### config.mk
export PLATFORM = sky130hd
export DESIGN_NAME = cnfem_monitor
export DESIGN_NICKNAME = d
export VERILOG_FILES = /design/src/logic/cnfem_pkg.sv /design/src/logic/cnfem_monitor.sv
export VERILOG_INCLUDE_DIRS = /design/src /design/src/logic
export SDC_FILE = /design/constraint.sdc
export NUM_CORES = 1
export LEC_CHECK = 0
export BUFFER_PORTS_ARGS = -buffer_cell sky130_fd_sc_hd__buf_2
export CAP_MARGIN = 5
export CELL_PAD_IN_SITES_DETAIL_PLACEMENT = 1
export CELL_PAD_IN_SITES_GLOBAL_PLACEMENT = 1
export CORE_AREA = 2 2 164 166
export CTS_BUF_LIST = sky130_fd_sc_hd__clkbuf_4
export DETAILED_ROUTE_END_ITERATION = 12
export DIE_AREA = 0 0 166 168
export GPL_TIMING_DRIVEN = 1
export PLACE_DENSITY = 0.88
export SYNTH_ARGS = -nofsm -noshare
export SYNTH_HDL_FRONTEND = slang
export SYNTH_SLANG_ARGS = --single-unit
### constraint.sdc
create_clock -name sys_clk -period 2.85 [get_ports sys_clk]
set_input_delay 0.285 -clock sys_clk [delete_from_list [all_inputs] [get_ports sys_clk]]
set_output_delay 0.285 -clock sys_clk [all_outputs]
set_load 0.1 [all_outputs]
### src/logic/cnfem_map.svh
// Register offsets, field positions and timing constants of the error monitor
`ifndef CNFEM_MAP_SVH
`define CNFEM_MAP_SVH
`define CNFEM_CLK_HZ 10000000
`define CNFEM_WDT_MS 100
`define CNFEM_STRETCH_MS 600
`define CNFEM_TICK_US 100
`define CNFEM_TICK_CYC ((`CNFEM_CLK_HZ / 1000000) * `CNFEM_TICK_US)
`define CNFEM_WDT_CYC ((`CNFEM_CLK_HZ / 1000) * `CNFEM_WDT_MS)
`define CNFEM_STRETCH_CYC ((`CNFEM_CLK_HZ / 1000) * `CNFEM_STRETCH_MS)
`define CNFEM_BLINK_TICKS 16'd2500
`define CNFEM_ADDR_CTRL 8'h00
`define CNFEM_ADDR_STATUS 8'h04
`define CNFEM_ADDR_CODE 8'h08
`define CNFEM_ADDR_FLAGS 8'h0C
`define CNFEM_ADDR_AVG 8'h10
`define CNFEM_ADDR_LAST 8'h14
`define CNFEM_CTRL_WDT_OFF 2
`define CNFEM_CTRL_RESET 32'h00000000
`define CNFEM_FLG_SETUP_BOOT 0
`define CNFEM_FLG_SETUP_RUN 1
`define CNFEM_FLG_SETUP_OPER 2
`define CNFEM_FLG_OVERRUN 3
`define CNFEM_FLG_LINK_ACTIVITY_INDICATOR 4
`define CNFEM_FLG_BACKUP 5
`define CNFEM_FLG_USER 6
`define CNFEM_NFLAGS 7
`define CNFEM_CODE_SETUP 8'h9B
`define CNFEM_CODE_OVERRUN 8'hF8
`define CNFEM_CODE_NONE 8'h00
`define CNFEM_ALARM_CLEAR 8'h00
`define CNFEM_ALARM_MAX 8'h99
`endif

### src/logic/cnfem_pkg.sv
// Types shared by the error monitor and its users
package cnfem_pkg;
    typedef enum logic [1:0] {
        CNFEM_MODE_PROGRAM,
        CNFEM_MODE_MONITOR,
        CNFEM_MODE_RUN
    } cnfem_mode_t;
    typedef enum logic [2:0] {
        CNFEM_PH_INIT,
        CNFEM_PH_OVERSEE,
        CNFEM_PH_EXECUTE,
        CNFEM_PH_IO_REFRESH,
        CNFEM_PH_SERVICE,
        CNFEM_PH_HALT
    } cnfem_phase_t;
    typedef struct packed {
        logic exec;
        logic [7:0] number;
    } cnfem_alarm_t;
    typedef struct packed {
        logic boot_bad;
        logic run_bad;
        logic oper_bad;
    } cnfem_setup_t;
    typedef struct packed {
        logic power;
        logic run;
        logic error_alarm;
        logic link_activity;
    } cnfem_leds_t;
endpackage

### src/logic/cnfem_monitor.sv
// Cycle sequencer and non-fatal error monitor of the controller
//
// The implementer's own choices: the register offsets and the address-and-strobe port.
`timescale 1ns/1ps
`include "cnfem_map.svh"

module cnfem_monitor #(
    parameter int WDT_CYC = `CNFEM_WDT_CYC,
    parameter int STRETCH_CYC = `CNFEM_STRETCH_CYC,
    parameter int TICK_CYC = `CNFEM_TICK_CYC
) (
    input wire logic sys_clk,
    input wire logic nrst,
    input wire logic [7:0] reg_addr,
    input wire logic [31:0] reg_wdata,
    input wire logic reg_wr,
    input wire logic reg_rd,
    output logic [31:0] reg_rdata,
    output cnfem_pkg::cnfem_phase_t phase,
    input wire logic phase_done,
    output logic area_clear,
    output logic timer_preset,
    input wire logic io_units_ok,
    input wire logic fatal_error,
    output logic exec_enable,
    input wire cnfem_pkg::cnfem_alarm_t user_nonfatal_alarm_instr,
    input wire cnfem_pkg::cnfem_setup_t setup_check,
    input wire logic link_fault,
    input wire logic backup_lost,
    input wire logic rewrite_busy,
    input wire logic nv_changed,
    output logic flash_commit,
    input wire logic flash_commit_done,
    output logic irq_block,
    output cnfem_pkg::cnfem_leds_t leds
);
    import cnfem_pkg::*;
    if (WDT_CYC < 2 || STRETCH_CYC < 2 || TICK_CYC < 1) begin : g_param_check
        $error("cnfem_monitor: timing parameters too small");
    end

    logic link_fault_s1_reg, link_fault_reg, backup_lost_s1_reg, backup_lost_reg;
    logic [31:0] ctrl_reg, stretch_cnt_reg, wdt_cnt_reg, tick_cnt_reg, reg_rdata_reg;
    cnfem_mode_t mode_reg, mode_prev_reg;
    cnfem_phase_t phase_reg;
    logic [1:0] init_step_reg;
    logic nv_dirty_reg, commit_wait_reg, cycle_stretched_reg, overrun_seen_reg, tick_reg, blink_reg, boot_check_reg;
    logic [15:0] cyc_ticks_reg, last_ticks_reg, blink_cnt_reg;
    // Average held as eight times the cycle ticks
    logic [18:0] avg_ticks_reg;
    logic [`CNFEM_NFLAGS-1:0] flags_reg, flag_set, flag_clr;
    logic [7:0] code_reg, code_next;
    logic running, cycle_start, run_entry, wdt_fire, user_clear;

    function automatic logic hit(input logic [7:0] a, input logic [7:0] off);
        hit = (a == off);
    endfunction

    assign running = (mode_reg != CNFEM_MODE_PROGRAM);
    assign cycle_start = (phase_reg == CNFEM_PH_SERVICE) && phase_done;
    assign run_entry = (mode_reg == CNFEM_MODE_RUN) && (mode_prev_reg != CNFEM_MODE_RUN);
    assign user_clear = user_nonfatal_alarm_instr.exec && (user_nonfatal_alarm_instr.number == `CNFEM_ALARM_CLEAR);
    // The link fault and backup lost pins pass two flip-flops
    always_ff @(posedge sys_clk) begin
        if (!nrst) begin
            link_fault_s1_reg <= 1'b0;
            link_fault_reg <= 1'b0;
            backup_lost_s1_reg <= 1'b0;
            backup_lost_reg <= 1'b0;
        end else begin
            link_fault_s1_reg <= link_fault;
            link_fault_reg <= link_fault_s1_reg;
            backup_lost_s1_reg <= backup_lost;
            backup_lost_reg <= backup_lost_s1_reg;
        end
    end
    // Control register and mode
    always_ff @(posedge sys_clk) begin
        if (!nrst) begin
            ctrl_reg <= `CNFEM_CTRL_RESET;
            mode_reg <= CNFEM_MODE_PROGRAM;
            mode_prev_reg <= CNFEM_MODE_PROGRAM;
        end else begin
            mode_prev_reg <= mode_reg;
            if (reg_wr && hit(reg_addr, `CNFEM_ADDR_CTRL)) begin
                ctrl_reg <= {29'h0000000, reg_wdata[2:0]};
                case (reg_wdata[1:0])
                    2'h1: mode_reg <= CNFEM_MODE_MONITOR;
                    2'h2: mode_reg <= CNFEM_MODE_RUN;
                    default: mode_reg <= CNFEM_MODE_PROGRAM;
                endcase
            end
        end
    end
    // Cycle sequencer
    always_ff @(posedge sys_clk) begin
        if (!nrst) begin
            phase_reg <= CNFEM_PH_INIT;
            init_step_reg <= 2'h0;
            area_clear <= 1'b0;
            timer_preset <= 1'b0;
            boot_check_reg <= 1'b0;
        end else begin
            area_clear <= 1'b0;
            timer_preset <= 1'b0;
            boot_check_reg <= 1'b0;
            if (fatal_error) begin
                phase_reg <= CNFEM_PH_HALT;
            end else begin
                case (phase_reg)
                    CNFEM_PH_INIT: begin
                        case (init_step_reg)
                            2'h0: begin
                                area_clear <= 1'b1;
                                timer_preset <= 1'b1;
                                boot_check_reg <= 1'b1;
                                init_step_reg <= 2'h1;
                            end
                            2'h1: begin
                                if (!io_units_ok) begin
                                    phase_reg <= CNFEM_PH_HALT;
                                end else begin
                                    init_step_reg <= 2'h2;
                                end
                            end
                            default: begin
                                if (!commit_wait_reg) begin
                                    phase_reg <= CNFEM_PH_OVERSEE;
                                end
                            end
                        endcase
                    end
                    CNFEM_PH_OVERSEE: if (phase_done) phase_reg <= CNFEM_PH_EXECUTE;
                    CNFEM_PH_EXECUTE: if (phase_done) phase_reg <= CNFEM_PH_IO_REFRESH;
                    CNFEM_PH_IO_REFRESH: if (phase_done) phase_reg <= CNFEM_PH_SERVICE;
                    CNFEM_PH_SERVICE: if (phase_done) phase_reg <= CNFEM_PH_OVERSEE;
                    CNFEM_PH_HALT: phase_reg <= CNFEM_PH_HALT;
                    default: phase_reg <= CNFEM_PH_HALT;
                endcase
            end
        end
    end
    // Flash commit of changed nonvolatile data
    always_ff @(posedge sys_clk) begin
        if (!nrst) begin
            nv_dirty_reg <= 1'b1;
            commit_wait_reg <= 1'b0;
            flash_commit <= 1'b0;
        end else begin
            flash_commit <= 1'b0;
            if (commit_wait_reg) begin
                if (flash_commit_done) begin
                    commit_wait_reg <= 1'b0;
                end
            end else if (nv_dirty_reg && running && (mode_prev_reg == CNFEM_MODE_PROGRAM)) begin
                flash_commit <= 1'b1;
                commit_wait_reg <= 1'b1;
                nv_dirty_reg <= 1'b0;
            end else if (nv_dirty_reg && boot_check_reg) begin
                flash_commit <= 1'b1;
                commit_wait_reg <= 1'b1;
                nv_dirty_reg <= 1'b0;
            end
            if (nv_changed) begin
                nv_dirty_reg <= 1'b1;
            end
        end
    end
    // Online rewrite stretch window
    always_ff @(posedge sys_clk) begin
        if (!nrst) begin
            stretch_cnt_reg <= 32'h00000000;
            irq_block <= 1'b0;
        end else if (rewrite_busy && running && (stretch_cnt_reg < STRETCH_CYC)) begin
            stretch_cnt_reg <= stretch_cnt_reg + 32'h00000001;
            irq_block <= 1'b1;
        end else begin
            if (!rewrite_busy) begin
                stretch_cnt_reg <= 32'h00000000;
            end
            irq_block <= 1'b0;
        end
    end
    // Cycle watchdog
    assign wdt_fire = (wdt_cnt_reg == WDT_CYC) && !overrun_seen_reg && !cycle_stretched_reg
        && !ctrl_reg[`CNFEM_CTRL_WDT_OFF];
    always_ff @(posedge sys_clk) begin
        if (!nrst) begin
            wdt_cnt_reg <= 32'h00000000;
            cycle_stretched_reg <= 1'b0;
            overrun_seen_reg <= 1'b0;
        end else if (cycle_start || phase_reg == CNFEM_PH_INIT) begin
            wdt_cnt_reg <= 32'h00000001;
            cycle_stretched_reg <= rewrite_busy && running;
            overrun_seen_reg <= 1'b0;
        end else begin
            if (wdt_cnt_reg < WDT_CYC) begin
                wdt_cnt_reg <= wdt_cnt_reg + 32'h00000001;
            end
            if (rewrite_busy && running) begin
                cycle_stretched_reg <= 1'b1;
            end
            if (wdt_fire) begin
                overrun_seen_reg <= 1'b1;
            end
        end
    end
    // Cycle time measurement in 100 us ticks
    always_ff @(posedge sys_clk) begin
        if (!nrst) begin
            tick_cnt_reg <= 32'h00000000;
            tick_reg <= 1'b0;
        end else if (tick_cnt_reg == TICK_CYC - 1) begin
            tick_cnt_reg <= 32'h00000000;
            tick_reg <= 1'b1;
        end else begin
            tick_cnt_reg <= tick_cnt_reg + 32'h00000001;
            tick_reg <= 1'b0;
        end
    end

    always_ff @(posedge sys_clk) begin
        if (!nrst) begin
            cyc_ticks_reg <= 16'h0000;
            last_ticks_reg <= 16'h0000;
            avg_ticks_reg <= 19'h00000;
        end else if (cycle_start) begin
            cyc_ticks_reg <= {15'h0000, tick_reg};
            last_ticks_reg <= cyc_ticks_reg;
            avg_ticks_reg <= avg_ticks_reg - {3'h0, avg_ticks_reg[18:3]} + {3'h0, cyc_ticks_reg};
        end else if (tick_reg && cyc_ticks_reg != 16'hFFFF) begin
            cyc_ticks_reg <= cyc_ticks_reg + 16'h0001;
        end
    end
    // Sticky error flags, set wins over clear
    always_comb begin
        flag_set = '0;
        flag_set[`CNFEM_FLG_SETUP_BOOT] = boot_check_reg && setup_check.boot_bad;
        flag_set[`CNFEM_FLG_SETUP_RUN] = run_entry && setup_check.run_bad;
        flag_set[`CNFEM_FLG_SETUP_OPER] = running && phase_reg != CNFEM_PH_INIT && setup_check.oper_bad;
        flag_set[`CNFEM_FLG_OVERRUN] = wdt_fire;
        flag_set[`CNFEM_FLG_LINK_ACTIVITY_INDICATOR] = link_fault_reg;
        flag_set[`CNFEM_FLG_BACKUP] = backup_lost_reg;
        flag_set[`CNFEM_FLG_USER] = user_nonfatal_alarm_instr.exec && !user_clear
            && user_nonfatal_alarm_instr.number <= `CNFEM_ALARM_MAX;
        flag_clr = '0;
        if (reg_wr && hit(reg_addr, `CNFEM_ADDR_FLAGS)) begin
            flag_clr = reg_wdata[`CNFEM_NFLAGS-1:0];
        end
        flag_clr[`CNFEM_FLG_USER] = flag_clr[`CNFEM_FLG_USER] | user_clear;
    end

    always_ff @(posedge sys_clk) begin
        if (!nrst) begin
            flags_reg <= '0;
        end else begin
            flags_reg <= (flags_reg & ~flag_clr) | flag_set;
        end
    end
    // Error code word, latest setup, overrun or user alarm detection wins
    always_comb begin
        code_next = code_reg;
        if (user_clear && flags_reg[`CNFEM_FLG_USER] && code_reg != `CNFEM_CODE_SETUP
            && code_reg != `CNFEM_CODE_OVERRUN) begin
            code_next = `CNFEM_CODE_NONE;
        end
        if (reg_wr && hit(reg_addr, `CNFEM_ADDR_CODE)) begin
            code_next = `CNFEM_CODE_NONE;
        end
        if (flag_set[`CNFEM_FLG_USER]) begin
            code_next = user_nonfatal_alarm_instr.number;
        end
        if (|flag_set[`CNFEM_FLG_SETUP_OPER:`CNFEM_FLG_SETUP_BOOT]) begin
            code_next = `CNFEM_CODE_SETUP;
        end
        if (flag_set[`CNFEM_FLG_OVERRUN]) begin
            code_next = `CNFEM_CODE_OVERRUN;
        end
    end

    always_ff @(posedge sys_clk) begin
        if (!nrst) begin
            code_reg <= `CNFEM_CODE_NONE;
        end else begin
            code_reg <= code_next;
        end
    end
    // Register read port
    always_ff @(posedge sys_clk) begin
        if (!nrst) begin
            reg_rdata_reg <= 32'h00000000;
        end else if (reg_rd) begin
            case (reg_addr)
                `CNFEM_ADDR_CTRL: reg_rdata_reg <= ctrl_reg;
                `CNFEM_ADDR_STATUS: reg_rdata_reg <= {26'h0000000, nv_dirty_reg, irq_block, 1'b0, phase_reg};
                `CNFEM_ADDR_CODE: reg_rdata_reg <= {24'h000000, code_reg};
                `CNFEM_ADDR_FLAGS: reg_rdata_reg <= {25'h0000000, flags_reg};
                `CNFEM_ADDR_AVG: reg_rdata_reg <= {16'h0000, avg_ticks_reg[18:3]};
                `CNFEM_ADDR_LAST: reg_rdata_reg <= {16'h0000, last_ticks_reg};
                default: reg_rdata_reg <= 32'h00000000;
            endcase
        end else begin
            reg_rdata_reg <= 32'h00000000;
        end
    end
    assign reg_rdata = reg_rdata_reg;
    // Indicators and phase outputs
    always_ff @(posedge sys_clk) begin
        if (!nrst) begin
            blink_cnt_reg <= 16'h0000;
            blink_reg <= 1'b0;
        end else if (tick_reg) begin
            if (blink_cnt_reg == `CNFEM_BLINK_TICKS - 16'h0001) begin
                blink_cnt_reg <= 16'h0000;
                blink_reg <= ~blink_reg;
            end else begin
                blink_cnt_reg <= blink_cnt_reg + 16'h0001;
            end
        end
    end

    always_ff @(posedge sys_clk) begin
        if (!nrst) begin
            leds <= '0;
            phase <= CNFEM_PH_INIT;
            exec_enable <= 1'b0;
        end else begin
            phase <= phase_reg;
            exec_enable <= running && phase_reg == CNFEM_PH_EXECUTE;
            leds.power <= phase_reg != CNFEM_PH_HALT;
            leds.run <= running && phase_reg != CNFEM_PH_HALT;
            if (phase_reg == CNFEM_PH_HALT) begin
                leds.error_alarm <= 1'b1;
            end else begin
                leds.error_alarm <= blink_reg && (|(flags_reg & ~(7'h01 << `CNFEM_FLG_LINK_ACTIVITY_INDICATOR)));
            end
            leds.link_activity <= !flags_reg[`CNFEM_FLG_LINK_ACTIVITY_INDICATOR];
        end
    end
endmodule

* After elaboration in Yosys (flattened, before gate mapping)
Index checks and enable logic that the tools add are counted.
** Word-level totals
- Bits in writable memories :: 0
- Input bits :: 64
- Register bits after elaboration :: 243
- Memories kept :: 0
- Bits in read-only memories :: 0
- Output and inout bits :: 44
- Logic and storage cells :: 199
- Bits in latches :: 0
** Operators by class
- Bitwise logic cells :: 9
- Reduce and logical (&&, ||, !) cells :: 65
- Shift-type cells :: 0
- Add/sub/neg operators :: 7
- Equality and inequality tests :: 38
- Div/mod/pow operators :: 0
- $lt $le $gt $ge :: 3
- Muxes and demuxes :: 38
- Multiply operators :: 0
** Operators with widths (number)
- adder 32 x 1 -> 32 bit, second input constant :: 3
- one-hot mux 16 bit (6 select lines) :: 1
- 2-to-1 mux 32 bit :: 2
- 2-to-1 mux 8 bit :: 5
- adder 16 x 1 -> 16 bit, second input constant :: 2
- equality test 32 x 10 -> 1 bit, second input constant :: 1
- equality test 32 x 20 -> 1 bit, second input constant :: 1
- < comparator 32 x 20 -> 1 bit, second input constant :: 1
- < comparator 32 x 23 -> 1 bit, second input constant :: 1
- logical AND 1 bit :: 27
- 2-to-1 mux 3 bit :: 7
- != test 3 bit, second input constant :: 7
- adder 19 x 16 -> 19 bit :: 1
- subtractor 19 x 16 -> 19 bit :: 1
- equality test 16 x 12 -> 1 bit, second input constant :: 1
- equality test 8 x 4 -> 1 bit, second input constant :: 2
- equality test 8 x 5 -> 1 bit, second input constant :: 2
- zero test 8 bit :: 2
- 2-to-1 mux 1 bit :: 16
- 2-to-1 mux 16 bit :: 1
- != test 16 bit, second input constant :: 1
- != test 8 bit, second input constant :: 2
- one-hot mux 3 bit (5 select lines) :: 1
- != test 2 bit, second input constant :: 7
- 35 further kinds :: 65

* Logic depth before layout (Yosys ltp)
- Depth in word-level cells :: 10
- Mapped depth :: 13
- Mapped depth without buffers :: 13

* Worst setup path after synthesis
Ideal clock, no wire load.
- Path kind :: register to register
- From :: reg cyc_ticks_reg[1]
- To :: reg avg_ticks_reg[18]
- Stages on the path, launching flop included :: 11
- Data required time :: 2778 ps
- Arrival :: 2742 ps
- Setup slack :: 36 ps
- Path buffers :: 0
- Clock period less this slack :: 2814 ps
- Setup time :: 72 ps
- Path through :: dfxtp_1 inv_1 fa_1 fa_1 nor2b_1 o31a_1 o21ai_0 o31ai_1 o22ai_1 mux2i_1 mux2i_1
** Between the ends
- Cells in the longest elaborated chain, start to end :: 1
** Ends and longest elaborated chain
- start, declared :: RTL line cnfem_monitor.sv:48 : logic [15:0] cyc_ticks_reg, last_ticks_reg, blink_cnt_reg;
- start signal, assigned :: RTL line cnfem_monitor.sv:228 : cyc_ticks_reg <= {15'h0000, tick_reg};
- start signal, assigned :: RTL line cnfem_monitor.sv:232 : cyc_ticks_reg <= cyc_ticks_reg + 16'h0001;
- adder 19 x 16 -> 19 bit :: RTL line cnfem_monitor.sv:230 : avg_ticks_reg <= avg_ticks_reg - {3'h0, avg_ticks_reg[18:3]} + {3'h0, cyc_ticks_reg};
- end signal, assigned :: RTL line cnfem_monitor.sv:230
- end, declared :: RTL line cnfem_monitor.sv:50 : logic [18:0] avg_ticks_reg;
Every way passes these cells.
A chain may end at the register's enable or synchronous reset.

* Final worst setup path
- From :: reg avg_ticks_reg[0]
- To :: reg avg_ticks_reg[18]
** Between the ends
- Cells in the longest elaborated chain, start to end :: 2
** Ends and longest elaborated chain (RTL line)
- subtractor 19 x 16 -> 19 bit :: cnfem_monitor.sv:230
- adder 19 x 16 -> 19 bit :: cnfem_monitor.sv:230
Every way passes these cells.

==> impl_results.md <==
* Syn Area/Cell at 8.463 µm²
* Height of the die at 168 µm
* Port Buffer Count at 66
* EDFF count, synth at 0
* Tightest Pin Transition at 958.4 ps
* Final hold violation count at 0
* FF+latch count, synth at 227
* Fmax at 358.4 MHz
* Initial antenna violation count at 3
* Starting density of the core at 0.4088
* Post-Synthesis Cell Area at 10770 µm²
* Share of Yosys cell area claimed by the top area cell type at 0.4218
* Worst path required time at 3490 ps
* Fin area at 12860 µm²
* Status: complete, no violations
* Register area share after synthesis at 0.4218
* Lkg Pwr at 5.161 nW
* # rows at 60
* CTS tree: done
* Dpl hpwl at 21580 µm
* Top FF cell, synth: dfxtp_1
* Cell count after synthesis at 1273
* Crit share post-route at 0.9791
* PwrDens at 675.3 nW/µm²
* Buffers from clock root to sink, at most at 3
* Setup TNS at 0 ps
* Clock root cell: clkbuf_4
* Sequential cell area at 4558 µm²
* Crit-path max FO at 3
* DRT iter0 DRCs at 582
* Multi-input logic area at 5781 µm²
* Wire per inst at 17.67 µm
* Num ports at 108
* Largest net degree at the start of global routing at 82
* Leading area contributor after synthesis: dfxtp_1
* Final count of negative-setup-slack endpoints at 0
* CP arrival at 3430 ps
* Drc violations at 0
* Fin util at 0.4880
* Overflow after GRT at 0
* Setup crit end kind: flip-flop
* Die X at 166 µm
* Ranking of synthesized cells by area: dfxtp_1 42%, nor2_1 5.2%, nand2_1 4.6%
* Clock slew at reported path FFs at 70 ps
* Total Nets Final at 1531
* Vias in the first global route at 10518
* Layout cells sized above 1 at 0.1837
* Vias per inst at 5.481
* Ys async rst share at 0
* Hold WC Path Type: input pin to flip-flop
* CP Class: flip-flop to flip-flop
* GPL Wtd Cong at 0.8167
* # fillers at 3167
* Clk Latency, worst-skew pair at 730 ps
* First-pass GRT wire length at 52190 µm
* Total Wirelength at 32040 µm
* Post-route ant nets at 0
* Total CTS buffers at 60
* Core ar. at 26350 µm²
* RSZ-0062 raised after global routing: true
* Rel. slew slack at 0.3611
* Synth top cells by count: 227 x dfxtp_1, 148 x nor2_1, 131 x nand2_1
* Die ar. at 27890 µm²
* Worst reg-to-reg setup slack at 60 ps
* Tot GR Track Use at 0.2259
* Vias at 9937
* H-tree levels at 2
* Startpoint Class: flip-flop
* Max-Cap Viols at 0
* Max rail drop VDD at 0.4479 mV
* Layout Skew at 51.05 ps
* Fin crit period at 2790 ps
* Dpl cell area at 11640 µm²
* Count of different cell masters after synthesis at 69
* Overall power at 8.683 mW
* YS warnings at 0
* Slew Limit Fails at 0
* Area growth syn-to-layout at 19.36%
* Total iterations of the first detailed-routing run at 5
* Clk sinks at 227
* Top-count cell post-synth: dfxtp_1
## placed cells by master (no fill, tap or decap), types with 43 or more instances in the layout
cell,count
clkbuf_4,84
buf_4,52
xor2_1,43
inv_1,78
nor2_1,148
nand2_1,131
buf_2,66
nand3_1,53
a21oi_1,79
dfxtp_1,218
## logic make-up (layout without fill, tap and decap cells)
group | Yosys count | after routing | synth area share
AOI/OAI and AO/OA | 215 | 215 | 0.1256
xor gates and xnor gates | 78 | 78 | 0.06341
adders and majority gates | 41 | 41 | 0.05877
buffers and inverters | 153 | 335 | 0.05993
DFF | 227 | 227 | 0.4218
muxes | 17 | 17 | 0.02009
other | 1 | 18 | 0.0003481
and+or+nand+nor | 541 | 541 | 0.2501
## report_power, final
group          switching [mW]  total, mW  internal, mW
clock network            1.41       2.95          1.53
registers              0.0902       3.34          3.25
logic                    1.36       2.40          1.04
total                    2.86       8.68          5.82
## area by class of cell
cell class	instances	area share
Antenna cell	2	0.0003892
Sequential cell	227	0.3545
Timing Repair Buffer	147	0.07862
Clock buffer	84	0.04904
Tap cell	341	0.03318
Inverter	82	0.02394
Multi-Input combinational cell	908	0.4495
Clock inverter	22	0.01080
## final timing paths
| kind | cells past startpoint | end | start |
|---|---|---|---|
| max reg2reg | 15 | avg_ticks_reg[18] | avg_ticks_reg[0] |
| max | 15 | avg_ticks_reg[18] | avg_ticks_reg[0] |
| min | 4 | code_reg[4] | reg_wr |
| min reg2reg | 1 | link_fault_reg | link_fault_s1_reg |
## critical path, stage by stage (launching register included)
cell and delay (ps):
dfxtp_2 320, inv_1 40, ha_1 290, inv_2 80, ha_4 140, inv_1 60
fa_2 410, nor2b_4 140, o31a_1 180, o21ai_1 70, buf_4 140, o31ai_2 250
buf_4 190, o22ai_2 60, mux2i_1 180, mux2i_1 190
## routing by layer
| metal | up-vias | share of wire | track usage |
|---|---|---|---|
| li1 | 4722 | - | - |
| met1 | 4907 | 0.42 | 0.2672 |
| met2 | 240 | 0.51 | 0.4088 |
| met3 | 68 | 0.044 | 0.04067 |
| met4 | 0 | 0.025 | 0.08393 |
| met5 | - | 0 | 0 |
## metrics by stage
| step | setup slack [ps] | hold WS [ps] | cells |
|---|---|---|---|
| after floorplan | 36.09 | 363.7 | 1288 |
| after global placement | -28.13 | 418.5 | 1674 |
| after detailed placement | -98.92 | 423.1 | 1674 |
| after CTS | 6.716 | 10.61 | 1809 |
| after global routing | -72.72 | 84.30 | 1813 |
| final | 59.65 | 80.84 | 1813 |
## timing repair
action,4_1_cts,5_1_grt
gates cloned,0,0
endpoints found under the setup margin,7,10
hold endpoints to repair,36,0
pin swaps,0,11
gates resized for setup,7,36
hold buffers,29,0
buffers inserted,0,2
(Power assumes the default switching activity.)
